==> config.mk <==
export PLATFORM = sky130hd
export DESIGN_NAME = bca_top
export DESIGN_NICKNAME = d
export VERILOG_FILES = /design/src/bca_pkg.sv /design/src/bca_byte_stat.sv /design/src/bca_top.sv
export SDC_FILE = /design/constraint.sdc
export NUM_CORES = 1
export LEC_CHECK = 0
export ABC_CLOCK_PERIOD_IN_PS = 2700
export CAP_MARGIN = 10
export CORE_ASPECT_RATIO = 1.2
export CORE_UTILIZATION = 45
export CTS_CLUSTER_SIZE = 16
export DETAILED_ROUTE_END_ITERATION = 7
export DONT_BUFFER_PORTS = 1
export GPL_TIMING_DRIVEN = 1
export SYNTH_ARGS = -nofsm -noshare
export SYNTH_HDL_FRONTEND = slang
export SYNTH_SLANG_ARGS = --single-unit
export TNS_END_PERCENT = 10
==> constraint.sdc <==
create_clock -name clk -period 2.7 [get_ports clk]
set_input_delay 0.135 -clock clk [delete_from_list [all_inputs] [get_ports clk]]
set_output_delay 0.135 -clock clk [all_outputs]
set_load 0.02 [all_outputs]
==> src/bca_pkg.sv <==
// Package for the leading-zero and ones-count accelerators
`default_nettype none

package bca_pkg;

	// Special function register offsets
	localparam logic [7:0] LZ_CTRL_OFF = 8'h96;
	localparam logic [7:0] LZ_PORT_OFF = 8'h97;
	localparam logic [7:0] OC_CTRL_OFF = 8'h9e;
	localparam logic [7:0] OC_PORT_OFF = 8'h9f;

	// Control register field positions
	localparam int CLR_BIT  = 0;  // Write 1: clear the counter
	localparam int OVF_BIT  = 1;  // Sticky overflow, write 1 clears
	localparam int SEEN_BIT = 2;  // Leading-zero unit: a one was seen
	localparam int COR_BIT  = 3;  // Clear on read of low byte
	localparam int SEL_LSB  = 4;  // Two-bit byte selector, bits 5:4

	// Reset values
	localparam logic [1:0]  SEL_RESET   = 2'h3;
	localparam logic        COR_RESET   = 1'h0;
	localparam logic        OVF_RESET   = 1'h0;
	localparam logic        SEEN_RESET  = 1'h0;
	localparam logic [31:0] COUNT_RESET = 32'h0;
	localparam logic [7:0]  RDATA_RESET = 8'h00;

	// Selector codes
	localparam logic [1:0] SEL_TOP_BYTE = 2'h3;
	localparam logic [1:0] SEL_LOW_BYTE = 2'h0;

	// Documented counter width
	localparam int COUNT_WIDTH = 32;

	// One access from the core on the special function register bus
	typedef struct packed {
		logic       wr;
		logic       rd;
		logic [7:0] addr;
		logic [7:0] wdata;
	} bca_sfr_req_type;

	// Read answer back to the core
	typedef struct packed {
		logic       valid;
		logic [7:0] data;
	} bca_sfr_rsp_type;

endpackage

`default_nettype wire

==> src/bca_byte_stat.sv <==
// Byte statistics: ones count and leading zeros of one byte
`timescale 1ns/1ns
`default_nettype none

module bca_byte_stat (
	// Byte in
	input  wire logic [7:0] data,
	// Statistics out
	output logic      [3:0] ones,
	output logic      [3:0] lead,
	output logic            nonzero
);

	// Count the ones of the byte
	always_comb begin
		ones = 4'h0;
		for (int i = 0; i < 8; i++) begin
			ones = ones + {3'h0, data[i]};
		end
	end

	// Zeros from bit 7 downward that come before the first one
	always_comb begin
		logic hit;
		hit  = 1'b0;
		lead = 4'h0;
		for (int i = 7; i >= 0; i--) begin
			if (data[i]) begin
				hit = 1'b1;
			end else if (!hit) begin
				lead = lead + 4'h1;
			end
		end
	end

	// Any one bit in the byte
	assign nonzero = |data;

endmodule // bca_byte_stat

`default_nettype wire

==> src/bca_top.sv <==
// Leading-zero and ones-count accelerators on the core register bus
`timescale 1ns/1ns
`default_nettype none

module bca_top #(
	parameter int COUNT_W = bca_pkg::COUNT_WIDTH
) (
	// Clock and reset
	input  wire logic                     clk,
	input  wire logic                     rst,
	// Register bus from the core
	input  wire bca_pkg::bca_sfr_req_type sfr_req,
	// Read answer to the core
	output var  bca_pkg::bca_sfr_rsp_type sfr_rsp
);

	// The byte selector reaches four bytes only
	if (COUNT_W != bca_pkg::COUNT_WIDTH) begin : g_width_check
		$error("bca_top: COUNT_W must be 32");
	end

	// Address match against one register offset
	function automatic logic bca_hit(input logic [7:0] addr,
	                                 input logic [7:0] off);
		return addr == off;
	endfunction

	// Unit 0 is the leading-zero unit, unit 1 the ones-count unit
	localparam int NUNITS = 2;

	logic [NUNITS-1:0]  port_wr;
	logic [NUNITS-1:0]  port_rd;
	logic [NUNITS-1:0]  ctrl_wr;
	logic [NUNITS-1:0]  ctrl_rd;
	logic [NUNITS-1:0]  last_rd;
	logic [NUNITS-1:0]  clear;
	logic [NUNITS-1:0]  carry;
	logic [COUNT_W-1:0] count   [NUNITS];
	logic [COUNT_W-1:0] amount  [NUNITS];
	logic [COUNT_W-1:0] next_count [NUNITS];
	logic [1:0]         sel     [NUNITS];
	logic [NUNITS-1:0]  ovf;
	logic [NUNITS-1:0]  cor;
	logic [7:0]         ctrl_val [NUNITS];
	logic [7:0]         port_val [NUNITS];
	logic               seen;
	logic [3:0]         byte_ones;
	logic [3:0]         byte_lead;
	logic               byte_nonzero;

	// Statistics of the byte on the write bus
	bca_byte_stat u_stat (
		.data    (sfr_req.wdata),
		.ones    (byte_ones),
		.lead    (byte_lead),
		.nonzero (byte_nonzero)
	);

	// Register decode
	assign port_wr[0] = sfr_req.wr && bca_hit(sfr_req.addr,
		bca_pkg::LZ_PORT_OFF);
	assign port_wr[1] = sfr_req.wr && bca_hit(sfr_req.addr,
		bca_pkg::OC_PORT_OFF);
	assign port_rd[0] = sfr_req.rd && bca_hit(sfr_req.addr,
		bca_pkg::LZ_PORT_OFF);
	assign port_rd[1] = sfr_req.rd && bca_hit(sfr_req.addr,
		bca_pkg::OC_PORT_OFF);
	assign ctrl_wr[0] = sfr_req.wr && bca_hit(sfr_req.addr,
		bca_pkg::LZ_CTRL_OFF);
	assign ctrl_wr[1] = sfr_req.wr && bca_hit(sfr_req.addr,
		bca_pkg::OC_CTRL_OFF);
	assign ctrl_rd[0] = sfr_req.rd && bca_hit(sfr_req.addr,
		bca_pkg::LZ_CTRL_OFF);
	assign ctrl_rd[1] = sfr_req.rd && bca_hit(sfr_req.addr,
		bca_pkg::OC_CTRL_OFF);

	// Amount added by a port write
	assign amount[0] = seen ? '0 :
		{{(COUNT_W-4){1'b0}}, byte_lead};
	assign amount[1] = {{(COUNT_W-4){1'b0}}, byte_ones};

	// Leading-zero freeze: a one in any written byte ends the zero run
	always_ff @(posedge clk or posedge rst) begin
		if (rst) begin
			seen <= bca_pkg::SEEN_RESET;
		end else if (clear[0]) begin
			seen <= bca_pkg::SEEN_RESET;
		end else if (port_wr[0] && byte_nonzero) begin
			seen <= 1'b1;
		end
	end

	for (genvar u = 0; u < NUNITS; u++) begin : g_unit

		// Low byte read and counter clear
		assign last_rd[u] = port_rd[u] && (sel[u] == bca_pkg::SEL_LOW_BYTE);
		assign clear[u] = (ctrl_wr[u] && sfr_req.wdata[bca_pkg::CLR_BIT])
			|| (last_rd[u] && cor[u]);

		// Count plus write amount, with carry out of the top bit
		assign {carry[u], next_count[u]} = {1'b0, count[u]}
			+ {1'b0, amount[u]};

		// Counter: cleared, or updated by a port write
		always_ff @(posedge clk or posedge rst) begin
			if (rst) begin
				count[u] <= bca_pkg::COUNT_RESET;
			end else if (clear[u]) begin
				count[u] <= bca_pkg::COUNT_RESET;
			end else if (port_wr[u]) begin
				count[u] <= next_count[u];
			end
		end

		// Sticky overflow; a carry in a counter clear cycle is ignored, otherwise a carry beats a write-off
		always_ff @(posedge clk or posedge rst) begin
			if (rst) begin
				ovf[u] <= bca_pkg::OVF_RESET;
			end else if (port_wr[u] && !clear[u] && carry[u]) begin
				ovf[u] <= 1'b1;
			end else if (ctrl_wr[u] && sfr_req.wdata[bca_pkg::OVF_BIT]) begin
				ovf[u] <= 1'b0;
			end
		end

		// Byte selector: loaded by control write, steps down on port read
		always_ff @(posedge clk or posedge rst) begin
			if (rst) begin
				sel[u] <= bca_pkg::SEL_RESET;
			end else if (ctrl_wr[u]) begin
				sel[u] <= sfr_req.wdata[bca_pkg::SEL_LSB +: 2];
			end else if (port_rd[u]) begin
				sel[u] <= sel[u] - 2'h1;  // 00b wraps to 11b
			end
		end

		// Clear-on-read enable
		always_ff @(posedge clk or posedge rst) begin
			if (rst) begin
				cor[u] <= bca_pkg::COR_RESET;
			end else if (ctrl_wr[u]) begin
				cor[u] <= sfr_req.wdata[bca_pkg::COR_BIT];
			end
		end

		// Control read image; the clear bit reads as zero
		always_comb begin
			ctrl_val[u] = 8'h00;
			ctrl_val[u][bca_pkg::OVF_BIT] = ovf[u];
			ctrl_val[u][bca_pkg::COR_BIT] = cor[u];
			ctrl_val[u][bca_pkg::SEL_LSB +: 2] = sel[u];
			ctrl_val[u][bca_pkg::SEEN_BIT] = (u == 0) ? seen : 1'b0;
		end

		// Counter byte picked by the selector
		assign port_val[u] = count[u][{sel[u], 3'h0} +: 8];

		// Top byte read at selector 11b
		AST_TOP_BYTE: assert property (
			@(posedge clk) disable iff (rst)
			port_rd[u] && sel[u] == bca_pkg::SEL_TOP_BYTE
			|=> sfr_rsp.valid && sfr_rsp.data == $past(count[u][31:24]))
			else $error("top byte not returned at selector 11b");

		// Selector steps down by one on each port read
		AST_SEL_STEP: assert property (
			@(posedge clk) disable iff (rst)
			port_rd[u] && !ctrl_wr[u] && sel[u] != bca_pkg::SEL_LOW_BYTE
			|=> sel[u] == $past(sel[u]) - 2'h1)
			else $error("selector did not step down");

		// Four reads walk from top byte to low byte then wrap
		AST_FOUR_READS: assert property (
			@(posedge clk) disable iff (rst)
			last_rd[u] && !ctrl_wr[u]
			|=> sel[u] == bca_pkg::SEL_TOP_BYTE
			&& sfr_rsp.data == $past(count[u][7:0]))
			else $error("low byte read did not wrap");

		// Clear on read of the low byte
		AST_CLEAR_ON_READ: assert property (
			@(posedge clk) disable iff (rst)
			last_rd[u] && cor[u] |=> count[u] == '0)
			else $error("clear on read failed");

		// No clear on read when the enable is off
		AST_KEEP_ON_READ: assert property (
			@(posedge clk) disable iff (rst)
			last_rd[u] && !cor[u] && !port_wr[u] && !ctrl_wr[u]
			|=> count[u] == $past(count[u]))
			else $error("count lost without clear on read");

		// A port write adds the byte amount
		AST_ADD: assert property (
			@(posedge clk) disable iff (rst)
			port_wr[u] && !clear[u]
			|=> count[u] == $past(count[u]) + $past(amount[u]))
			else $error("count not advanced by write");

		// Overflow set by a carry and held until written off
		AST_OVF_SET: assert property (
			@(posedge clk) disable iff (rst)
			port_wr[u] && !clear[u] && carry[u]
			|=> ovf[u] [*1] ##1 (ovf[u]
			|| $past(ctrl_wr[u] && sfr_req.wdata[bca_pkg::OVF_BIT])))
			else $error("overflow not held");

		// Control read shows selector and overflow flag
		AST_CTRL_IMAGE: assert property (
			@(posedge clk) disable iff (rst)
			ctrl_rd[u] |=> sfr_rsp.valid
			&& sfr_rsp.data[bca_pkg::SEL_LSB +: 2] == $past(sel[u])
			&& sfr_rsp.data[bca_pkg::OVF_BIT] == $past(ovf[u]))
			else $error("control image wrong");

		// Control write with the clear bit empties the counter
		AST_CLR_BIT: assert property (
			@(posedge clk) disable iff (rst)
			ctrl_wr[u] && sfr_req.wdata[bca_pkg::CLR_BIT]
			|=> count[u] == bca_pkg::COUNT_RESET)
			else $error("clear bit left the count");

		// Control write loads the byte selector
		AST_SEL_LOAD: assert property (
			@(posedge clk) disable iff (rst)
			ctrl_wr[u]
			|=> sel[u] == $past(sfr_req.wdata[bca_pkg::SEL_LSB +: 2]))
			else $error("selector not loaded by control write");

		// Selector holds without a port read or control write
		AST_SEL_HOLD: assert property (
			@(posedge clk) disable iff (rst)
			!port_rd[u] && !ctrl_wr[u] |=> sel[u] == $past(sel[u]))
			else $error("selector moved without an access");

		// Count holds without a port write or clear
		AST_COUNT_HOLD: assert property (
			@(posedge clk) disable iff (rst)
			!port_wr[u] && !clear[u] |=> count[u] == $past(count[u]))
			else $error("count moved without a write");

		// Overflow written off with bit 1, unless a carry sets it
		AST_OVF_CLEAR: assert property (
			@(posedge clk) disable iff (rst)
			ctrl_wr[u] && sfr_req.wdata[bca_pkg::OVF_BIT]
			&& !(port_wr[u] && carry[u]) |=> !ovf[u])
			else $error("overflow not written off");

		// Overflow stays set until written off
		AST_OVF_HOLD: assert property (
			@(posedge clk) disable iff (rst)
			ovf[u] && !(ctrl_wr[u] && sfr_req.wdata[bca_pkg::OVF_BIT])
			|=> ovf[u])
			else $error("overflow dropped by itself");

	end

	// Read answer, registered one cycle after the read strobe
	always_ff @(posedge clk or posedge rst) begin
		if (rst) begin
			sfr_rsp.valid <= 1'b0;
			sfr_rsp.data  <= bca_pkg::RDATA_RESET;
		end else begin
			sfr_rsp.valid <= |{port_rd, ctrl_rd};
			if (port_rd[0]) begin
				sfr_rsp.data <= port_val[0];
			end else if (port_rd[1]) begin
				sfr_rsp.data <= port_val[1];
			end else if (ctrl_rd[0]) begin
				sfr_rsp.data <= ctrl_val[0];
			end else if (ctrl_rd[1]) begin
				sfr_rsp.data <= ctrl_val[1];
			end else begin
				sfr_rsp.data <= bca_pkg::RDATA_RESET;
			end
		end
	end

	// Frozen leading-zero count ignores further writes
	AST_LZ_FREEZE: assert property (
		@(posedge clk) disable iff (rst)
		seen && port_wr[0] && !clear[0] |=> count[0] == $past(count[0]))
		else $error("leading zero count moved after a one");

	// Leading zeros counted from bit 7 down
	AST_LZ_ORDER: assert property (
		@(posedge clk) disable iff (rst)
		!seen && port_wr[0] && !clear[0] && sfr_req.wdata[7]
		|=> count[0] == $past(count[0]) && seen)
		else $error("msb one still counted as zero");

	// Ones count keeps counting after zeros
	AST_OC_NO_HALT: assert property (
		@(posedge clk) disable iff (rst)
		port_wr[1] && !clear[1] && sfr_req.wdata == 8'hff
		|=> count[1] == $past(count[1]) + 32'h8)
		else $error("ones count did not add eight");

	// No read strobe, no answer: valid low and data at rest
	AST_RSP_IDLE: assert property (
		@(posedge clk) disable iff (rst)
		!(|{port_rd, ctrl_rd})
		|=> !sfr_rsp.valid && sfr_rsp.data == bca_pkg::RDATA_RESET)
		else $error("answer given without a read");

	// Ones count advances by the ones of the written byte
	AST_OC_COUNT: assert property (
		@(posedge clk) disable iff (rst)
		port_wr[1] && !clear[1]
		|=> count[1] == $past(count[1]) + $countones($past(sfr_req.wdata)))
		else $error("ones count off by the byte");

	// A zero byte before any one adds eight and keeps counting
	AST_LZ_ZERO_BYTE: assert property (
		@(posedge clk) disable iff (rst)
		!seen && port_wr[0] && !clear[0] && sfr_req.wdata == 8'h00
		|=> count[0] == $past(count[0]) + 32'h8 && !seen)
		else $error("zero byte not counted as eight");

	// Any clear of the leading-zero unit forgets the one seen
	AST_SEEN_CLEAR: assert property (
		@(posedge clk) disable iff (rst)
		clear[0] |=> !seen)
		else $error("one seen survived a clear");

endmodule // bca_top

`default_nettype wire

==> summary.md <==
| Metric | Value |
|---|---|
| Failing checks | setup timing |
| Mapped Avg Cell Area | 9.320 um2 |
| Seq pwr share | 42.4% |
| TritonCTS clock tree | yes |
| Final min period | 3781 ps |
| Iter 0 DRT Violations | 234 |
| Starting Density | 46.46% |
| Vias in the first global route | 4,521 |
| Final hold slack | 50.98 ps |
| Maximum clock rate | 264.5 MHz |
| GPL Wtd Cong | 0.8904 |
| Unique masters post-synth | 54 |
| RSZ-0062 raised after global routing | yes |
| Top post-synthesis cells by area | dfrtp_1, mux4_2, ha_1 |
| Setup Crit Path Kind | input port to register |
| Initial antenna violation count | 0 |
| GRT overflow | 0 |
| Leading register cell type out of synthesis | dfrtp_1 |
| Area grow syn2layout | 21.55% |
| Die ar. | 0.01250 mm2 |
| Sequential share of the synthesized area | 37.92% |
| Sw power | 0.7332 mW |
| # setup viols final | 63 |
| Via Count | 4,612 |
| Cell count after synthesis | 582 |
| Clock Skew | 10.10 ps |
| Port bufs | 0 |
| CP Buf/Inv Count | 1 |
| First-pass GRT wire length | 22,450 um |
| Die width | 102.2 um |
| Gr usage total | 23.79% |
| Warnings, synthesis | 0 |
| FP Rows | 43 |
| CP max-delay cell | or4_4 |
| Slowest stage delay, CP | 530 ps |
| Critical path startpoint category | input port |
| Worst hold path class | input port to register |
| Max-cap viol count | 0 |
| WL final | 14,300 um |
| WP depth | 18 |
| CTS Root Cell | clkbuf_16 |
| Critical Path Sink Type | register |
| Slew @ Worst Pin | 601.1 ps |
| Combinational fraction of design power | 13.7% |
| Nets | 666 |
| Num CTS Buffers | 9 |
| Maximum VDD drop | 0.0002847 V |
| Pwr dens | 460.3 mW/mm2 |
| Slew HR | 59.62% |
| Crit-path most repeated cell | mux2i_2 |
| Max Buffers Root-to-Sink | 2 |
| Finished Core Util | 56.47% |
| Total core area | 0.01167 mm2 |
| CP Cell Sequence | nor2b_4, ha_4, mux2_4, ha_4, nor2_2, a21o_1, ha_2, nor2b_4, mux2i_2, mux2i_2, a31o_2, mux2i_2, ha_1, buf_6, a21oi_4, or4_4, or4_4, a21oi_2 |
| Clock power frac | 43.9% |
| Final hold violation count | 0 |
| Diode count | 0 |
| Clock Pin Slew Worst Setup and Hold Paths | 60 ps |
| Post-synth net total | 627 |
| Post-DP HPWL | 10,060 um |
| Drt wl/cell | 18.26 um |
| Via density | 5.890 |
| Outcome | finished, violations left |
| R2R depth | 8 |
| Period utilization | 140.0% |
| Post-route setup slack | -1081 ps |
| Top-count cell post-synth | dfrtp_1 |
| # DRC | 0 |
| Post-synth top area share | 35.99% |
| Asr flop ratio synth | 100.0% |
| Synth Register Bits | 82 |
| TritonRoute pass-1 iters | 4 |
| Layout cells sized above 1 | 24.92% |
| Worst EP required | 2980 ps |
| R2r setup slk | 30 ps |
| I/O pin cnt | 29 |
| Synth area leader | dfrtp_1 |
| Largest net degree at the start of global routing | 83 |
| Post-synth top cells | dfrtp_1, nor2_1, a21oi_1, inv_1, nand2_1 |
| Synthesized area | 0.005424 mm2 |
| Htree depth | 3 |
| CP Max Fanout | 6 |
| Post-synth EDFFs | 0 |
| Hold Path Depth | 3 |
| Final Slew Violations | 0 |
| Leak | 2.806 nW |
| Antenna Nets Post-Route | 0 |
| Internal Power | 2.301 mW |
| Arr. time, crit path | 4060 ps |
| Sw Ratio | 24.16% |
| Worst-Skew Late Latency | 350 ps |
| Die H | 122.3 um |
| Clk sinks | 82 |
| CP delay by family, top | simple AND/OR/NAND/NOR gates |
==> path summary, 6_finish.rpt <==
check,startpoint,to
max in group asynchronous,rst,ctrl_val[4]$_DFFE_PP1P_
setup / recovery,sfr_req[6],count[62]$_DFFE_PP0P_
min in group asynchronous,rst,count[61]$_DFFE_PP0P_
hold reg to reg,cor[0]$_DFFE_PP0P_,cor[0]$_DFFE_PP0P_
hold / removal,sfr_req[5],ctrl_val[5]$_DFFE_PP1P_
setup reg to reg,seen$_DFFE_PP0P_,count[62]$_DFFE_PP0P_
==> cell usage in the layout (no fill, tap or decap), drive strengths merged, types with 3 or more instances in the layout <==
| cell | count |
|---|---|
| a211oi | 3 |
| a21o | 7 |
| a21oi | 40 |
| and2 | 5 |
| and3 | 9 |
| and4 | 6 |
| buf | 56 |
| clkbuf | 13 |
| dfrtp | 78 |
| dfstp | 4 |
| fa | 6 |
| ha | 19 |
| inv | 37 |
| mux2i | 19 |
| mux4 | 16 |
| nand2 | 38 |
| nand2b | 3 |
| nand3 | 18 |
| nand4 | 15 |
| nor2 | 54 |
| nor2b | 7 |
| nor3 | 6 |
| nor3b | 4 |
| nor4 | 9 |
| o211ai | 5 |
| o21a | 6 |
| o21ai | 35 |
| o22ai | 9 |
| o31ai | 4 |
| or3 | 28 |
| or4 | 9 |
| xnor2 | 23 |
| xor2 | 9 |
==> area by class of cell <==
cell class	instances	area [um2]
clock inverter	3	65.06
sequential	82	2057
tap	157	196.4
multi-input combinational	433	3412
clock buffer	13	250.2
inverter	38	153.9
timing repair buffer	57	457.9
fill	1038	5082
==> worst reg2reg max path, delay by kind of cell, from the launching register on <==
kind	cells	cell delay, ps
flip-flops	1	470
AND/OR/NAND/NOR	3	1280
adder cells (fa/ha/maj)	2	480
AO/OA/AOI/OAI	3	360
==> power groups by stage <==
stage	combinational, mW	sequential (mW)	clock (mW)
3_5_place_dp	0.363	1.31	0
3_3_place_gp	0.348	1.31	0
2_1_floorplan	0.272	1.28	0
6_report	0.417	1.29	1.33
4_1_cts	0.400	1.29	1.35
5_1_grt	0.463	1.29	1.40
==> repair_timing <==
item	CTS	global route
pin swaps	21	14
resized for setup	27	37
hold endpoints to repair	78	0
endpoints found under the setup margin	64	64
hold buffers	1	0
buffers inserted	1	7
==> registers in the layout (all words and copies together), names as in the netlist <==
| register | cells |
|---|---|
| count | 64 |
| ctrl_val | 6 |
| seen | 1 |
| sfr_rsp | 9 |
| cor | 2 |
==> stage by stage <==
stage	area (um2)	total power [mW]	std cells	setup TNS, ps	worst slack (ps)
2_1_floorplan	5500	1.557	582	-59820	-1334
3_3_place_gp	5947	1.655	758	-72070	-1376
3_5_place_dp	5947	1.670	758	-77190	-1488
4_1_cts	6399	3.034	776	-46340	-1045
5_1_grt	6593	3.156	783	-52280	-1185
6_report	6593	3.034	783	-43680	-1081
==> metal layers <==
metal  track usage (%)  routed length (um)
met5                 0                   0
met3             4.442                 668
met4             10.36                 362
met2             39.47                7159
met1             30.16                6105
==> cell families (layout without fill, tap and decap cells) <==
group / after synthesis / after routing / synth area share [%]
compound gates: 119 / 119 / 12.99
xor+xnor: 32 / 32 / 5.167
fa+ha+maj: 25 / 25 / 6.598
buf+inv: 67 / 111 / 4.798
flops: 82 / 82 / 37.92
mux: 36 / 36 / 10.36
simple gates: 221 / 221 / 22.17
Power figures use the tool's default switching activity.
